### config.mk
export PLATFORM = sky130hd
export DESIGN_NAME = otg_host_ctrl
export DESIGN_NICKNAME = d
export VERILOG_FILES = /design/src/include/hc_pkg.sv /design/src/logic/pin_sync.sv /design/src/logic/quarter_tick.sv /design/src/logic/otg_host_ctrl.sv
export SDC_FILE = /design/constraint.sdc
export NUM_CORES = 1
export LEC_CHECK = 0
export BUFFER_PORTS_ARGS = -buffer_cell sky130_fd_sc_hd__buf_4
export CELL_PAD_IN_SITES_DETAIL_PLACEMENT = 0
export CELL_PAD_IN_SITES_GLOBAL_PLACEMENT = 1
export CORE_UTILIZATION = 42
export DETAILED_ROUTE_END_ITERATION = 8
export PLACE_DENSITY_LB_ADDON = 0.1
export SLEW_MARGIN = 10
export SYNTH_ARGS = -nofsm -noshare
export SYNTH_HDL_FRONTEND = slang
export SYNTH_SLANG_ARGS = --single-unit
### constraint.sdc
create_clock -name ref_clk -period 2.83 [get_ports ref_clk]
set_input_delay 0 -clock ref_clk [delete_from_list [all_inputs] [get_ports ref_clk]]
set_output_delay 0 -clock ref_clk [all_outputs]
set_load 0.03 [all_outputs]
### src/include/hc_pkg.sv
// hc_pkg: constants and types shared by the two-wire host controller files.
// assumes a 50 MHz ref_clk and a 32-bit AXI4-Lite register port.
package hc_pkg;

  // ==========================================================
  // timing
  localparam int CLK_PERIOD_NS = 20;
  localparam int SCL_PERIOD_NS = 2500;
  // quarter bit time rounded up, so the clock never runs above 400 kHz
  localparam int QUARTER_CYC   = (SCL_PERIOD_NS + 4 * CLK_PERIOD_NS - 1) / (4 * CLK_PERIOD_NS);

  // ==========================================================
  // device addressing and byte framing
  localparam logic [5:0] DEV_ADDR_HIGH = 6'h16;
  localparam logic       DIR_WRITE     = 1'h0;
  localparam logic       DIR_READ      = 1'h1;
  localparam logic [3:0] DIR_SLOT      = 4'h7;
  localparam logic [3:0] ACK_SLOT      = 4'h8;

  // ==========================================================
  // device register pointers, reset values and control fields
  localparam logic [7:0] PTR_MAKER_ID_0        = 8'h00;
  localparam logic [7:0] PTR_MAKER_ID_1        = 8'h01;
  localparam logic [7:0] PTR_MAKER_ID_2        = 8'h02;
  localparam logic [7:0] PTR_MAKER_ID_3        = 8'h03;
  localparam logic [7:0] PTR_PART_ID_0         = 8'h04;
  localparam logic [7:0] PTR_PART_ID_1         = 8'h05;
  localparam logic [7:0] PTR_PART_ID_2         = 8'h06;
  localparam logic [7:0] PTR_PART_ID_3         = 8'h07;
  localparam logic [7:0] PTR_LINE_PULL_CONTROL = 8'h10;
  localparam logic [7:0] PTR_BUS_POWER_CONTROL = 8'h11;
  localparam logic [7:0] PTR_BUS_STATUS        = 8'h13;
  localparam logic [7:0] PTR_IRQ_ENABLE        = 8'h14;
  localparam logic [7:0] PTR_IRQ_EDGE_SELECT   = 8'h15;
  localparam logic [7:0] PTR_IRQ_PENDING       = 8'h16;
  localparam logic [7:0] LINE_PULL_RESET       = 8'h00;
  localparam logic [7:0] BUS_POWER_RESET       = 8'h01;
  localparam int         POWER_DOWN_BIT        = 0;
  localparam int         TIMED_BUS_CHARGE_BIT  = 1;
  localparam int         AUTO_SWAP_ENABLE_BIT  = 2;

  // ==========================================================
  // host registers (byte addresses) and fields
  localparam logic [7:0] OFF_CTRL     = 8'h00;
  localparam logic [7:0] OFF_POINTER  = 8'h04;
  localparam logic [7:0] OFF_WDATA    = 8'h08;
  localparam logic [7:0] OFF_CONFIG   = 8'h0C;
  localparam logic [7:0] OFF_STATUS   = 8'h10;
  localparam logic [7:0] OFF_RDATA    = 8'h14;
  localparam int         CTRL_GO      = 0;
  localparam int         CTRL_READ    = 1;
  localparam int         CFG_ADDR_LSB = 0;
  localparam int         STAT_BUSY    = 0;
  localparam int         STAT_DONE    = 1;
  localparam int         STAT_NACK    = 2;
  localparam logic [1:0] RESP_OKAY    = 2'h0;
  localparam logic [1:0] RESP_SLVERR  = 2'h2;

  // ==========================================================
  // types
  typedef enum logic [2:0] {ST_IDLE, ST_START, ST_TX, ST_RX, ST_STOP} link_state_t;
  typedef enum logic [2:0] {SEQ_ADDR_WR, SEQ_POINTER, SEQ_DATA, SEQ_ADDR_RD, SEQ_READ} seq_t;
  typedef enum logic [1:0] {PH_SET, PH_RISE, PH_HIGH, PH_FALL} phase_t;

endpackage : hc_pkg

### src/logic/pin_sync.sv
// pin_sync: two-flop synchroniser for pins arriving from outside ref_clk.
// assumes idle lines read high, so the flops reset to ones.
`timescale 1ns/1ps

module pin_sync
#(
  parameter int WIDTH = 2
)
(
  // clock and reset
  input  wire logic             ref_clk,
  input  wire logic             rst_b,
  // pins and their synchronised copies
  input  wire logic [WIDTH-1:0] pinIn,
  output logic      [WIDTH-1:0] pinSync
);

  logic [WIDTH-1:0] meta;

  if (WIDTH < 1) begin : g_bad_width
    $error("pin_sync needs at least one pin");
  end

  // only the second stage is ever read
  always_ff @(posedge ref_clk or negedge rst_b)
  begin
    if (!rst_b)
    begin
      meta    <= '1;
      pinSync <= '1;
    end
    else
    begin
      meta    <= pinIn;
      pinSync <= meta;
    end
  end

endmodule : pin_sync

### src/logic/quarter_tick.sv
// quarter_tick: one-cycle tick every QUARTER clocks, paces the serial clock.
// assumes restart is a single-cycle pulse from the same clock domain.
`timescale 1ns/1ps

module quarter_tick
#(
  parameter int QUARTER = hc_pkg::QUARTER_CYC
)
(
  // clock and reset
  input  wire logic ref_clk,
  input  wire logic rst_b,
  // phase control
  input  wire logic restart,
  output logic      tick
);

  localparam int CW = $clog2(QUARTER + 1);

  logic [CW-1:0] count;

  if (QUARTER < 2) begin : g_bad_quarter
    $error("quarter_tick needs at least two cycles per quarter");
  end

  // restart aligns the first quarter of a transfer to a full length
  always_ff @(posedge ref_clk or negedge rst_b)
  begin
    if (!rst_b)
    begin
      count <= '0;
      tick  <= 1'h0;
    end
    else if (restart || count == CW'(QUARTER - 1))
    begin
      count <= '0;
      tick  <= !restart;
    end
    else
    begin
      count <= count + 1'h1;
      tick  <= 1'h0;
    end
  end

endmodule : quarter_tick

### src/logic/otg_host_ctrl.sv
// otg_host_ctrl: two-wire bus master for the dual-role support device's register
// file; software orders single-register reads and writes over AXI4-Lite.
// assumes pull-ups on both lines outside and pins resolved from the enables.
`timescale 1ns/1ps

module otg_host_ctrl
#(
  parameter int ADDR_W  = 8,
  parameter int QUARTER = hc_pkg::QUARTER_CYC
)
(
  // clock and reset
  input  wire logic              ref_clk,
  input  wire logic              rst_b,
  // axi4-lite write channels
  input  wire logic              awvalid,
  output logic                   awready,
  input  wire logic [ADDR_W-1:0] awaddr,
  input  wire logic              wvalid,
  output logic                   wready,
  input  wire logic [31:0]       wdata,
  input  wire logic [3:0]        wstrb,
  output logic                   bvalid,
  input  wire logic              bready,
  output logic [1:0]             bresp,
  // axi4-lite read channels
  input  wire logic              arvalid,
  output logic                   arready,
  input  wire logic [ADDR_W-1:0] araddr,
  output logic                   rvalid,
  input  wire logic              rready,
  output logic [31:0]            rdata,
  output logic [1:0]             rresp,
  // two-wire link, open drain: a line is pulled low while its enable is low
  input  wire logic              sclIn,
  output logic                   sclOut,
  output logic                   sclOeB,
  input  wire logic              sdaIn,
  output logic                   sdaOut,
  output logic                   sdaOeB
);

  localparam int LCW    = $clog2(2 * QUARTER + 2);
  localparam int Q_WAIT = QUARTER + 1;

  if (ADDR_W < 8) begin : g_bad_addr
    $error("ADDR_W must hold the 8-bit register offsets");
  end

  // ==========================================================
  // declarations
  hc_pkg::link_state_t state;
  hc_pkg::seq_t        step;
  hc_pkg::phase_t      phase;
  logic [3:0]          bitCnt;
  logic [7:0]          shift;
  logic [7:0]          rxByte;
  logic [7:0]          pointer;
  logic [7:0]          wrByte;
  logic                readMode;
  logic                addrLsb;
  logic                done;
  logic                nack;
  logic                sclS;
  logic                sdaS;
  logic                tick;
  logic                adv;
  logic                busy;
  logic                goAccept;
  logic                ackEdge;
  logic                awHeld;
  logic                wHeld;
  logic                wLane;
  logic                doWrite;
  logic [ADDR_W-1:0]   wAddr;
  logic [7:0]          wByte;
  logic [31:0]         next_rdata;
  logic [LCW-1:0]      sclLowCnt;

  // ==========================================================
  // helpers
  function automatic logic [7:0] txByte(input hc_pkg::seq_t s, input logic lsb,
                                        input logic [7:0] ptr, input logic [7:0] dat);
    case (s)
      hc_pkg::SEQ_ADDR_WR: txByte = {hc_pkg::DEV_ADDR_HIGH, lsb, hc_pkg::DIR_WRITE};
      hc_pkg::SEQ_ADDR_RD: txByte = {hc_pkg::DEV_ADDR_HIGH, lsb, hc_pkg::DIR_READ};
      hc_pkg::SEQ_POINTER: txByte = ptr;
      default:             txByte = dat;
    endcase
  endfunction : txByte

  function automatic logic isMapped(input logic [ADDR_W-1:0] a);
    isMapped = a == ADDR_W'(hc_pkg::OFF_CTRL)   || a == ADDR_W'(hc_pkg::OFF_POINTER) ||
               a == ADDR_W'(hc_pkg::OFF_WDATA)  || a == ADDR_W'(hc_pkg::OFF_CONFIG)  ||
               a == ADDR_W'(hc_pkg::OFF_STATUS) || a == ADDR_W'(hc_pkg::OFF_RDATA);
  endfunction : isMapped

  function automatic logic wrHit(input logic [7:0] off);
    wrHit = doWrite && wLane && wAddr == ADDR_W'(off);
  endfunction : wrHit

  // ==========================================================
  // pin sampling and bit pacing
  pin_sync #(.WIDTH(2)) u_pin_sync
  (
    .ref_clk (ref_clk),
    .rst_b   (rst_b),
    .pinIn   ({sclIn, sdaIn}),
    .pinSync ({sclS, sdaS})
  );

  quarter_tick #(.QUARTER(QUARTER)) u_quarter_tick
  (
    .ref_clk (ref_clk),
    .rst_b   (rst_b),
    .restart (goAccept),
    .tick    (tick)
  );

  // open drain: only ever pull low
  assign sclOut = 1'h0;
  assign sdaOut = 1'h0;

  // a slave holding the clock low stretches the high quarter
  assign adv      = tick && !(phase == hc_pkg::PH_HIGH && !sclS);
  assign busy     = state != hc_pkg::ST_IDLE;
  assign goAccept = wrHit(hc_pkg::OFF_CTRL) && wByte[hc_pkg::CTRL_GO] && !busy;
  assign ackEdge  = adv && phase == hc_pkg::PH_FALL && bitCnt == hc_pkg::ACK_SLOT &&
                    (state == hc_pkg::ST_TX || state == hc_pkg::ST_RX);

  // ==========================================================
  // link sequencer
  always_ff @(posedge ref_clk or negedge rst_b)
  begin
    if (!rst_b)
    begin
      state  <= hc_pkg::ST_IDLE;
      step   <= hc_pkg::SEQ_ADDR_WR;
      phase  <= hc_pkg::PH_SET;
      bitCnt <= '0;
      shift  <= '0;
      sclOeB <= 1'h1;
      sdaOeB <= 1'h1;
    end
    else if (state == hc_pkg::ST_IDLE)
    begin
      phase  <= hc_pkg::PH_SET;
      bitCnt <= '0;
      if (goAccept)
      begin
        state <= hc_pkg::ST_START;
        step  <= hc_pkg::SEQ_ADDR_WR;
      end
    end
    else if (adv)
    begin
      phase <= hc_pkg::phase_t'(phase + 2'h1);
      case (state)
        hc_pkg::ST_START:
          unique case (phase)
            hc_pkg::PH_SET:  sdaOeB <= 1'h1;
            hc_pkg::PH_RISE: sclOeB <= 1'h1;
            hc_pkg::PH_HIGH: sdaOeB <= 1'h0;
            hc_pkg::PH_FALL:
            begin
              sclOeB <= 1'h0;
              state  <= hc_pkg::ST_TX;
              shift  <= txByte(step, addrLsb, pointer, wrByte);
            end
          endcase
        hc_pkg::ST_STOP:
          unique case (phase)
            hc_pkg::PH_SET:  sdaOeB <= 1'h0;
            hc_pkg::PH_RISE: sclOeB <= 1'h1;
            hc_pkg::PH_HIGH: sdaOeB <= 1'h0;
            hc_pkg::PH_FALL:
            begin
              sdaOeB <= 1'h1;
              state  <= hc_pkg::ST_IDLE;
            end
          endcase
        default:
          // byte transfer, either direction
          unique case (phase)
            // data moves only in the low quarter; receiver side is released
            hc_pkg::PH_SET:  sdaOeB <= state == hc_pkg::ST_RX || bitCnt == hc_pkg::ACK_SLOT ||
                                       shift[7];
            hc_pkg::PH_RISE: sclOeB <= 1'h1;
            hc_pkg::PH_HIGH: sclOeB <= 1'h1;
            hc_pkg::PH_FALL:
            begin
              sclOeB <= 1'h0;
              if (bitCnt != hc_pkg::ACK_SLOT)
              begin
                bitCnt <= bitCnt + 4'h1;
                shift  <= {shift[6:0], sdaS};
              end
              else
              begin
                bitCnt <= '0;
                // a refused byte or the single read byte ends the access
                if (state == hc_pkg::ST_RX || sdaS)
                  state <= hc_pkg::ST_STOP;
                else
                  case (step)
                    hc_pkg::SEQ_ADDR_WR:
                    begin
                      step  <= hc_pkg::SEQ_POINTER;
                      shift <= txByte(hc_pkg::SEQ_POINTER, addrLsb, pointer, wrByte);
                    end
                    hc_pkg::SEQ_POINTER:
                      if (readMode)
                      begin
                        step  <= hc_pkg::SEQ_ADDR_RD;
                        state <= hc_pkg::ST_START;
                      end
                      else
                      begin
                        step  <= hc_pkg::SEQ_DATA;
                        shift <= txByte(hc_pkg::SEQ_DATA, addrLsb, pointer, wrByte);
                      end
                    hc_pkg::SEQ_ADDR_RD:
                    begin
                      step  <= hc_pkg::SEQ_READ;
                      state <= hc_pkg::ST_RX;
                    end
                    default: state <= hc_pkg::ST_STOP;
                  endcase
              end
            end
          endcase
      endcase
    end
  end

  // ==========================================================
  // order registers, frozen while a transfer runs
  always_ff @(posedge ref_clk or negedge rst_b)
  begin
    if (!rst_b)
    begin
      readMode <= 1'h0;
      pointer  <= '0;
      wrByte   <= '0;
      addrLsb  <= 1'h0;
    end
    else if (!busy)
    begin
      if (wrHit(hc_pkg::OFF_CTRL))
        readMode <= wByte[hc_pkg::CTRL_READ];
      if (wrHit(hc_pkg::OFF_POINTER))
        pointer <= wByte;
      if (wrHit(hc_pkg::OFF_WDATA))
        wrByte <= wByte;
      if (wrHit(hc_pkg::OFF_CONFIG))
        addrLsb <= wByte[hc_pkg::CFG_ADDR_LSB];
    end
  end

  // ==========================================================
  // result flags: a setting event beats a same-cycle clear
  always_ff @(posedge ref_clk or negedge rst_b)
  begin
    if (!rst_b)
    begin
      done   <= 1'h0;
      nack   <= 1'h0;
      rxByte <= '0;
    end
    else
    begin
      done <= (done && !(wrHit(hc_pkg::OFF_STATUS) && wByte[hc_pkg::STAT_DONE])) ||
              (adv && state == hc_pkg::ST_STOP && phase == hc_pkg::PH_FALL);
      nack <= (nack && !(wrHit(hc_pkg::OFF_STATUS) && wByte[hc_pkg::STAT_NACK])) ||
              (ackEdge && state == hc_pkg::ST_TX && sdaS);
      if (ackEdge && state == hc_pkg::ST_RX)
        rxByte <= shift;
    end
  end

  // ==========================================================
  // axi4-lite slave
  assign awready = !awHeld && !bvalid;
  assign wready  = !wHeld && !bvalid;
  assign arready = !rvalid;
  assign doWrite = awHeld && wHeld && !bvalid;

  always_ff @(posedge ref_clk or negedge rst_b)
  begin
    if (!rst_b)
    begin
      awHeld <= 1'h0;
      wHeld  <= 1'h0;
      wLane  <= 1'h0;
      wAddr  <= '0;
      wByte  <= '0;
      bvalid <= 1'h0;
      bresp  <= hc_pkg::RESP_OKAY;
    end
    else
    begin
      if (awvalid && awready)
      begin
        awHeld <= 1'h1;
        wAddr  <= awaddr;
      end
      if (wvalid && wready)
      begin
        wHeld <= 1'h1;
        wByte <= wdata[7:0];
        wLane <= wstrb[0];
      end
      if (doWrite)
      begin
        awHeld <= 1'h0;
        wHeld  <= 1'h0;
        bvalid <= 1'h1;
        bresp  <= isMapped(wAddr) ? hc_pkg::RESP_OKAY : hc_pkg::RESP_SLVERR;
      end
      else if (bvalid && bready)
        bvalid <= 1'h0;
    end
  end

  always_comb
  begin
    next_rdata = '0;
    case (araddr)
      ADDR_W'(hc_pkg::OFF_CTRL):    next_rdata[hc_pkg::CTRL_READ]    = readMode;
      ADDR_W'(hc_pkg::OFF_POINTER): next_rdata[7:0]                  = pointer;
      ADDR_W'(hc_pkg::OFF_WDATA):   next_rdata[7:0]                  = wrByte;
      ADDR_W'(hc_pkg::OFF_CONFIG):  next_rdata[hc_pkg::CFG_ADDR_LSB] = addrLsb;
      ADDR_W'(hc_pkg::OFF_STATUS):
      begin
        next_rdata[hc_pkg::STAT_BUSY] = busy;
        next_rdata[hc_pkg::STAT_DONE] = done;
        next_rdata[hc_pkg::STAT_NACK] = nack;
      end
      ADDR_W'(hc_pkg::OFF_RDATA):   next_rdata[7:0]                  = rxByte;
      default:                      next_rdata                       = '0;
    endcase
  end

  always_ff @(posedge ref_clk or negedge rst_b)
  begin
    if (!rst_b)
    begin
      rvalid <= 1'h0;
      rdata  <= '0;
      rresp  <= hc_pkg::RESP_OKAY;
    end
    else if (arvalid && arready)
    begin
      rvalid <= 1'h1;
      rdata  <= next_rdata;
      rresp  <= isMapped(araddr) ? hc_pkg::RESP_OKAY : hc_pkg::RESP_SLVERR;
    end
    else if (rvalid && rready)
      rvalid <= 1'h0;
  end

  // ==========================================================
  // checks; the low-time counter exists only for them
  always_ff @(posedge ref_clk or negedge rst_b)
  begin
    if (!rst_b)
      sclLowCnt <= '0;
    else if (sclOeB)
      sclLowCnt <= '0;
    else if (sclLowCnt != '1)
      sclLowCnt <= sclLowCnt + 1'h1;
  end

  a_idle_released: assert property (@(posedge ref_clk) disable iff (!rst_b)
    state == hc_pkg::ST_IDLE |-> sclOeB && sdaOeB)
    else $error("bus not released while idle");

  a_start_shape: assert property (@(posedge ref_clk) disable iff (!rst_b)
    $fell(sdaOeB) && sclOeB |-> state == hc_pkg::ST_START ##[1:Q_WAIT] !sclOeB)
    else $error("data fell with clock high outside a start");

  a_stop_shape: assert property (@(posedge ref_clk) disable iff (!rst_b)
    $rose(sdaOeB) && sclOeB |-> state == hc_pkg::ST_IDLE && $past(state) == hc_pkg::ST_STOP)
    else $error("data rose with clock high outside a stop");

  a_data_steady: assert property (@(posedge ref_clk) disable iff (!rst_b)
    (state == hc_pkg::ST_TX || state == hc_pkg::ST_RX) && sclOeB && $past(sclOeB)
      |-> $stable(sdaOeB))
    else $error("data moved while clock high");

  a_ack_released: assert property (@(posedge ref_clk) disable iff (!rst_b)
    state == hc_pkg::ST_TX && bitCnt == hc_pkg::ACK_SLOT && phase != hc_pkg::PH_SET
      |-> sdaOeB)
    else $error("master drove data in the acknowledge slot");

  a_read_nack: assert property (@(posedge ref_clk) disable iff (!rst_b)
    state == hc_pkg::ST_RX && phase != hc_pkg::PH_SET |-> sdaOeB)
    else $error("master pulled data during a read byte or its ninth bit");

  a_dir_bit: assert property (@(posedge ref_clk) disable iff (!rst_b)
    state == hc_pkg::ST_TX && bitCnt == hc_pkg::DIR_SLOT && phase == hc_pkg::PH_HIGH &&
    (step == hc_pkg::SEQ_ADDR_WR || step == hc_pkg::SEQ_ADDR_RD)
      |-> sdaOeB == (step == hc_pkg::SEQ_ADDR_RD))
    else $error("direction bit wrong");

  a_write_ends: assert property (@(posedge ref_clk) disable iff (!rst_b)
    ackEdge && step == hc_pkg::SEQ_DATA |=> state == hc_pkg::ST_STOP ##[1:Q_WAIT] !sdaOeB)
    else $error("write did not stop after its data byte");

  a_low_time: assert property (@(posedge ref_clk) disable iff (!rst_b)
    $rose(sclOeB) |-> sclLowCnt >= LCW'(2 * QUARTER))
    else $error("clock low time shorter than two quarters");

endmodule : otg_host_ctrl

Word level (Yosys, flattened, before mapping) --
Cells that the tools add are included.
Cells by class: bitwise gates (word level) 3, multiplexer cells 59, reduce and logical (&&, ||, !) cells 87, equality and inequality tests 35, add/sub/neg operators 3
Operator list (number):
- $mux W3 | 16
- $mux W8 | 5
- $eq A8 B4 Y1 const B | 4
- $eq A8 B5 Y1 const B | 4
- $pmux W8 S2 | 2
- $logic_and A1 B1 Y1 | 31
- $pmux W8 S3 | 1
- $mux W4 | 5
- $pmux W3 S3 | 2
- $logic_or A1 B1 Y1 | 17
- $eq A8 B3 Y1 const B | 2
- $logic_not A8 Y1 | 2
- $pmux W5 S3 | 1
- $reduce_and A7 Y1 | 2
- $mux W1 | 12
- $ne A3 B2 Y1 const B | 4
- $pmux W1 S2 | 6
- $reduce_bool A2 Y1 | 6
- $reduce_bool A4 Y1 | 3
- $logic_not A1 Y1 | 10
- $pmux W1 S5 | 2
- $reduce_and A5 Y1 | 2
- $eq A3 B2 Y1 const B | 3
- $mux W2 | 4
- other kinds (27) | 41
Word-level totals: register bits after elaboration 94, word-level logic and storage cells 215, output and inout bits 45

Depth between registers and ports, before layout --
Gate-level depths: netlist of the first run.
depth after elaboration 10, depth in mapped cells 8

Hierarchy --
A second synthesis of the first run with hierarchy kept.
Second synthesis, totals: cell total of the unflattened synthesis 450, area, all modules 4835.9 um^2
By module, submodules not included:
- otg_host_ctrl | times used 1, cells an instance 420, area each 4435.5 um^2, seq. area each 2029.4 um^2
- quarter_tick | times used 1, cells an instance 26, area each 295.3 um^2, seq. area each 175.2 um^2
- pin_sync | times used 1, cells an instance 4, area each 105.1 um^2, seq. area each 105.1 um^2

Worst setup path before layout of the first run --
No wires, ideal clock.
kind reg2reg, from register bvalid, to register wByte[0], setup time 125 ps, required time 2705 ps, buffers on the path 1, clock period less this slack 2004 ps, stages on the path, launching flop included 5, path slack 826 ps, data arrival time 1879 ps, path through dfrtp_1 > nor2_1 > and2_1 > clkbuf_1 > mux2_2
On the way: word-level cells in the longest chain between the ends 3
RTL lines:
- start: declaration | line otg_host_ctrl.sv:23 | output logic bvalid,
- start signal: assignment | line otg_host_ctrl.sv:297 | bvalid <= 1'h0;
- start signal: assignment | line otg_host_ctrl.sv:317 | bvalid <= 1'h1;
- start signal: assignment | line otg_host_ctrl.sv:321 | bvalid <= 1'h0;
- $logic_not A1 Y1 | line otg_host_ctrl.sv:284 | assign wready = !wHeld && !bvalid;
- $logic_and A1 B1 Y1 | line otg_host_ctrl.sv:284
- via wready | line otg_host_ctrl.sv:20 | output logic wready,
- $logic_and A1 B1 Y1 | line otg_host_ctrl.sv:307 | if (wvalid && wready)
- end signal: assignment | line otg_host_ctrl.sv:310 | wByte <= wdata[7:0];
- end: declaration | line otg_host_ctrl.sv:76 | logic [7:0] wByte;
The timed path passes the listed nets, and every way through them passes these cells. A chain may end at the register's enable or synchronous reset.

Worst setup path in the final report of the first run --
from register state[2], to register pointer[2]
On the way: word-level cells in the longest chain between the ends 3
RTL lines:
- start: declaration | line otg_host_ctrl.sv:52 | hc_pkg::link_state_t state;
- start signal: assignment | line otg_host_ctrl.sv:137 | state <= hc_pkg::ST_IDLE;
- start signal: assignment | line otg_host_ctrl.sv:151 | state <= hc_pkg::ST_START;
- start signal: assignment | line otg_host_ctrl.sv:167 | state <= hc_pkg::ST_TX;
- $reduce_bool A3 Y1 | line otg_host_ctrl.sv:126 | assign busy = state != hc_pkg::ST_IDLE;
- $not A1 Y1 (no line)
- $reduce_and A2 Y1 (no line)
- end signal: assignment | line otg_host_ctrl.sv:252 | pointer <= wByte;
- end: declaration | line otg_host_ctrl.sv:58 | logic [7:0] pointer;
Every way passes these cells.

==> results.py, run 1 <==
metrics = {
    "status": {
        "status": "completed",
    },
    "flow_run": {
        "drv_cap": 0,
    },
    "global_route": {
        "grt_pass1_vias": 3424,
        "top_usage_layer": "met2",
        "grt_max_degree": 56,
        "grt_use_met1_pct": 25.69,
        "grtUsageTotal_pct": 18.36,
        "grt-ovfl-total": 0,
        "antenna_found_initial": 0,
        "use_met3_pct": 3.410,
        "met2_usage_pct": 28.26,
        "grt_pass1_wl_microns": 16790,
    },
    "worst_setup_path": {
        "worstSetupPathType": "reg -> reg",
        "crit_slowest_cell": "dfrtp_1",
        "r2r_cells": 4,
        "end_kind": "flop",
        "cp-start-kind": "flop",
        "cp_max_fo": 17,
        "r2r-end": "pointer[2]",
        "rrSetupSlack_ns": 0.63,
        "reg2reg_from": "state[2]",
        "cp_data_required_time_ns": 3.06,
        "crit_chain": "nor4_4 > nand3_2 > nor3_4 > mux2_4",
        "path_buf_inv": 0,
        "cp_top_family": "simple AND/OR/NAND/NOR gates",
        "critPathMaxStageDelay_ns": 0.60,
        "critical_path_arrival_ns": 2.43,
    },
    "layout": {
        "multiInputGateArea_sq_um": 2362,
        "layoutNonFillerInstCount": 681,
        "n_antenna_cell": 0,
        "final_cell_area_sq_um": 5869,
        "drive_above_1_share_pct": 27.51,
        "areaGrowthSynthToFinish_pct": 19.64,
        "register_area_sq_um": 2310,
        "fill_cells": 1044,
        "fin_nets": 601,
    },
    "timing": {
        "setup_violations": 0,
        "min_period_ns": 2.204,
        "finClkSkew_ns": 0.007276,
        "hold_violations": 0,
        "min_period_over_period_pct": 77.88,
        "rsz0062_at_grt": "false",
        "worstMarginPinSlew_ns": 0.6968,
        "slew_violations": 0,
        "setup_tns_ns": 0,
        "max_freq_mhz": 453.7,
        "fin_ws_ns": 0.6260,
        "relSlewSlack_pct": 53.55,
    },
    "pwr": {
        "p_int_uw": 2650,
        "pwr-share-seq_pct": 46.7,
        "clock_power_share_pct": 31.9,
        "p_leak_uw": 0.002645,
        "comb_power_share_pct": 21.4,
        "swShare_pct": 31.76,
        "p_per_area_nw_per_um2": 661.7,
        "peakVddDrop_mv": 0.5035,
        "p_sw_uw": 1234,
    },
    "synth": {
        "yosys_register_bits": 92,
        "synth_top_area_share_pct": 43.87,
        "synth_most_common_cell": "dfrtp_1",
        "netlist_instances": 458,
        "async_flop_share_pct": 100.0,
        "synth-edff-count": 0,
        "netlist_top_cells_area": "dfrtp_1, mux2_2, buf_4",
        "synth_top_flop_cell": "dfrtp_1",
        "syn_area_sq_um": 4906,
        "synth_cell_types": 64,
        "seq_area_frac_synth_pct": 47.08,
        "synth_warnings": 0,
        "synth_area_per_cell_sq_um": 10.71,
        "yosys-top-cells-count": "dfrtp_1, mux2_2, nand2_1, nor2_1",
        "synth_largest_area_cell": "dfrtp_1",
    },
    "placement": {
        "placed_cells": 641,
        "gp_routability_congestion": 0.7976,
        "place_area_sq_um": 5324,
        "hpwl_microns": 7588,
        "place_ws_ns": 0.6541,
        "port_buffers": 50,
    },
    "cts": {
        "clock-sinks": 92,
        "cts_buffers": 9,
        "cts_setup_buffers": 0,
        "path_clk_slew_ns": 0.07,
        "cts.path.max_buffers": 2,
        "cts-root-buf": "clkbuf_16",
        "htreeDepth": 3,
        "clkLatencyLatePin_ns": 0.34,
        "cts_tree": "done",
    },
    "die": {
        "die_w_microns": 110.1,
        "die_y_microns": 110.1,
        "rows": 39,
        "dieArea_sq_um": 12120,
        "coreArea_sq_um": 11420,
        "ioPinCount": 106,
        "start_util_pct": 42.97,
    },
    "detailed_routing": {
        "antenna_left": 0,
        "wl_per_cell_microns": 15.18,
        "drcViolationCount": 0,
        "wirelength_microns": 10340,
        "vias": 3595,
        "avgViaCountPerCell": 5.279,
        "drt_iter0_markers": 214,
        "dr.pass1.iters": 4,
    },
    "worst_hold_path": {
        "hold_depth": 4,
        "min_path_type": "in -> reg",
        "min-delay-start": "araddr[7]",
        "hold_end": "rdata[2]",
    },
}
-- layout by cell type, fill, tap and decap left out, types with 3 or more instances in the layout --
master and count:
buf_4 56, nand3_1 9, nor4b_2 3, inv_6 4, and2_1 3, nand3b_1 3
nand2b_1 7, clkbuf_16 9, dfrtp_1 86, a221oi_1 3, nor2_1 37, o22ai_1 10
inv_1 14, o2bb2ai_1 3, conb_1 28, dfstp_2 6, nor3_1 4, nand4_1 6
mux2_4 8, ha_1 7, mux2i_1 3, a21oi_1 14, or3_1 3, a22o_1 4
o211ai_1 4, and3_1 6, o21ai_0 28, dlygate4sd3_1 24, a32o_1 4, a31oi_1 4
a22oi_1 6, nor2b_1 7, xnor2_1 3, mux2_2 48, nand2_1 37
-- per-layer routing --
layer,share of wire [%],wire [microns]
met1,50,5170
met2,44,4587
met4,1.2,125
met3,4.4,453
met5,0,0
-- registers in the layout (all words and copies together), names as in the netlist, 3 cells and up --
signal,count
bitCnt,4
u_quarter_tick.count,6
rdata,8
state,3
rxByte,8
wByte,8
pointer,8
wrByte,8
wAddr,8
step,3
shift,8
-- worst reg2reg max path: stages, from the launching register on --
cell     delay (ns)
dfrtp_1        0.60
nor4_4         0.43
nand3_2        0.18
nor3_4         0.54
mux2_4         0.35
-- per-stage QoR --
stage	power [uW]	hold WS [ns]	util (%)
CTS	3933	0.01123	51.40
global route	4108	0.02937	51.40
finish	3884	0.01539	51.40
global placement	2625	0.09610	46.63
floorplan	2399	-0.2956	-
detailed placement	2655	0.09994	46.63
-- power groups by stage --
stage	logic (uW)	registers [uW]	clock network, uW
finish	831	1810	1240
global route	926	1860	1330
detailed placement	816	1840	0
CTS	844	1820	1270
global placement	796	1830	0
floorplan	614	1790	0
-- cell type report --
type / count / share of cell area [%]
Sequential cell: 92 / 39.35
Multi-Input combinational cell: 336 / 40.25
Timing Repair Buffer: 80 / 11.26
Clock buffer: 9 / 3.837
Tap cell: 143 / 3.048
Inverter: 14 / 0.8953
Clock inverter: 7 / 1.364
-- worst max-delay path by stage --
stage,from,end,cells after the start
after floorplan,bvalid,wByte[0],4
after global placement,state[2],pointer[4],4
after detailed placement,state[2],pointer[5],4
after CTS,state[2],pointer[0],4
after global routing,phase[0],shift[4],8
final,state[2],pointer[2],4
-- repair_timing --
| item | in CTS | in global routing |
|---|---|---|
| resized for setup | 0 | 0 |
| hold endpoints to repair | 69 | 0 |
| hold buffers | 24 | 0 |
-- kinds of logic after synthesis --
logic type	count (synthesis)	share of synthesized area [%]
AO/OA/AOI/OAI	95	12.88
XOR/XNOR	5	0.8928
adder cells (fa/ha/maj)	8	1.989
buffers and inverters	57	6.835
flip-flops	92	47.08
multiplexers	60	14.54
other	1	0.07644
AND/OR/NAND/NOR	140	15.71
Note: power is estimated with default switching activity, not from simulation.
==> inputs of run 2 (changes only) <==
- clock period: 2.83 -> 2.3 ns (I/O delays scaled with it)
==> results.py, run 2 (synthesized netlist as in run 1, its figures left out) <==
metrics = {
    "status": {
        "status": "completed",
    },
    "cts": {
        "cts_resized": 0,
        "clkLatencyLatePin_ns": 0.34,
        "cts_tree": "done",
        "htreeDepth": 3,
        "clock-sinks": 92,
        "path_clk_slew_ns": 0.07,
        "cts-root-buf": "clkbuf_16",
        "cts_buffers": 9,
        "cts.path.max_buffers": 2,
    },
    "die": {
        "start_util_pct": 42.97,
        "rows": 39,
        "die_y_microns": 110.1,
        "ioPinCount": 106,
        "coreArea_sq_um": 11420,
        "die_w_microns": 110.1,
        "dieArea_sq_um": 12120,
    },
    "worst_setup_path": {
        "path_buf_inv": 1,
        "critical_path_arrival_ns": 2.34,
        "end_kind": "flop",
        "crit_chain": "inv_1 > ha_1 > and3b_1 > nand2_1 > nor3_4 > mux2_2",
        "crit_slowest_cell": "dfrtp_1",
        "cp_data_required_time_ns": 2.53,
        "cp_max_fo": 9,
        "cp-start-kind": "flop",
        "worstSetupPathType": "reg -> reg",
        "critPathMaxStageDelay_ns": 0.43,
        "cp_top_family": "simple AND/OR/NAND/NOR gates",
    },
    "timing": {
        "min_period_ns": 2.103,
        "setup_violations": 0,
        "min_period_over_period_pct": 91.46,
        "slew_violations": 0,
        "max_freq_mhz": 475.4,
        "worstMarginPinSlew_ns": 0.6245,
        "setup_tns_ns": 0,
        "finClkSkew_ns": 0.006039,
        "relSlewSlack_pct": 58.19,
        "hold_violations": 0,
        "fin_ws_ns": 0.1965,
        "rsz0062_at_grt": "false",
    },
    "layout": {
        "final_common_cell": "dfrtp_1",
        "final_cell_area_sq_um": 5889,
        "areaGrowthSynthToFinish_pct": 20.05,
        "final_util_pct": 51.58,
        "drive_above_1_share_pct": 28.18,
        "final_cell_mix": "dfrtp_1, buf_4, mux2_2",
        "fill_cells": 1060,
        "n_antenna_cell": 0,
        "fin_nets": 606,
    },
    "global_route": {
        "grt_pass1_wl_microns": 17330,
        "grt_max_degree": 50,
        "grtUsageTotal_pct": 19.20,
        "antenna_found_initial": 0,
        "grt-ovfl-total": 0,
        "grt_pass1_vias": 3467,
    },
    "placement": {
        "place_ws_ns": 0.1857,
        "hpwl_microns": 7767,
        "place_area_sq_um": 5361,
        "gp_routability_congestion": 0.7861,
        "port_buffers": 50,
    },
    "pwr": {
        "peakVddDrop_mv": 0.5819,
        "p_per_area_nw_per_um2": 792.6,
        "finalPower_uw": 4668,
        "p_leak_uw": 0.002665,
    },
    "detailed_routing": {
        "avgViaCountPerCell": 5.246,
        "antenna_left": 0,
        "drcViolationCount": 0,
        "drt_iter0_markers": 163,
        "wirelength_microns": 10490,
        "wl_per_cell_microns": 15.30,
        "vias": 3599,
        "dr.pass1.iters": 4,
    },
    "worst_hold_path": {
        "min_path_type": "in -> reg",
    },
    "flow_run": {
        "drv_cap": 0,
    },
}
## run 2: changes by cell type in the layout (fill, tap and decap cells not counted)
cell       change
inv_8          +1
inv_6          -4
bufinv_16      -1
buf_4          +5
clkinv_4       +2
clkbuf_8       +1
clkinv_2       +1
## run 2: routing by layer
metal  GRT usage, %  share of wire [%]  up-vias
li1               -                  -     1760
met1          26.60                 49     1740
met2          29.78                 45       90
met3          3.704                4.3        9
met4          7.143                1.6        0
met5              0                  0        -
## run 2: power by group
group	switching (uW)	internal, uW
combinational	525	501
clock	637	771
sequential	328	1910
total	1490	3180
## run 2: final timing paths
check	startpoint	to	slack, ns	depth (start not counted)
setup reg to reg	bitCnt[1]	rxByte[5]	0.20	6
hold reg to reg	u_pin_sync.meta[0]	u_pin_sync.pinSync[0]	0.36	0
setup / recovery	bitCnt[1]	rxByte[5]	0.20	6
min in group asynchronous	rst_b	bitCnt[2]	0.22	2
max in group asynchronous	rst_b	pointer[2]	1.32	3
hold / removal	araddr[7]	rdata[1]	0.02	4
## run 2: per-stage QoR
step	hold WS (ns)	std cells
finish	0.02332	686
CTS	0.01366	686
global route	0.05021	686
detailed placement	0.06241	646
floorplan	-0.2956	485
global placement	0.06217	646
## run 2: layout make-up
| class | instances | area (sq um) | share of cell area [%] |
|---|---|---|---|
| inverter | 14 | 52.55 | 0.8923 |
| clock buffer | 10 | 239.0 | 4.058 |
| sequential | 92 | 2310 | 39.22 |
| clock inverter | 6 | 48.80 | 0.8286 |
| timing repair buffer | 85 | 698.2 | 11.85 |
| multi-input combinational | 336 | 2362 | 40.11 |
| tap | 143 | 178.9 | 3.038 |
## run 2: what timing repair did
action / 4_1_cts / 5_1_grt
setup endpoints to repair: 0 / 0
hold buffers: 24 / 0
endpoints found under the hold margin: 63 / 0
setup buffers: 0 / 0
## run 2: worst register-to-register path: stages (launching register included)
cell	delay [ns]
dfrtp_1	0.43
inv_1	0.07
ha_1	0.15
and3b_1	0.37
nand2_1	0.17
nor3_4	0.42
mux2_2	0.39
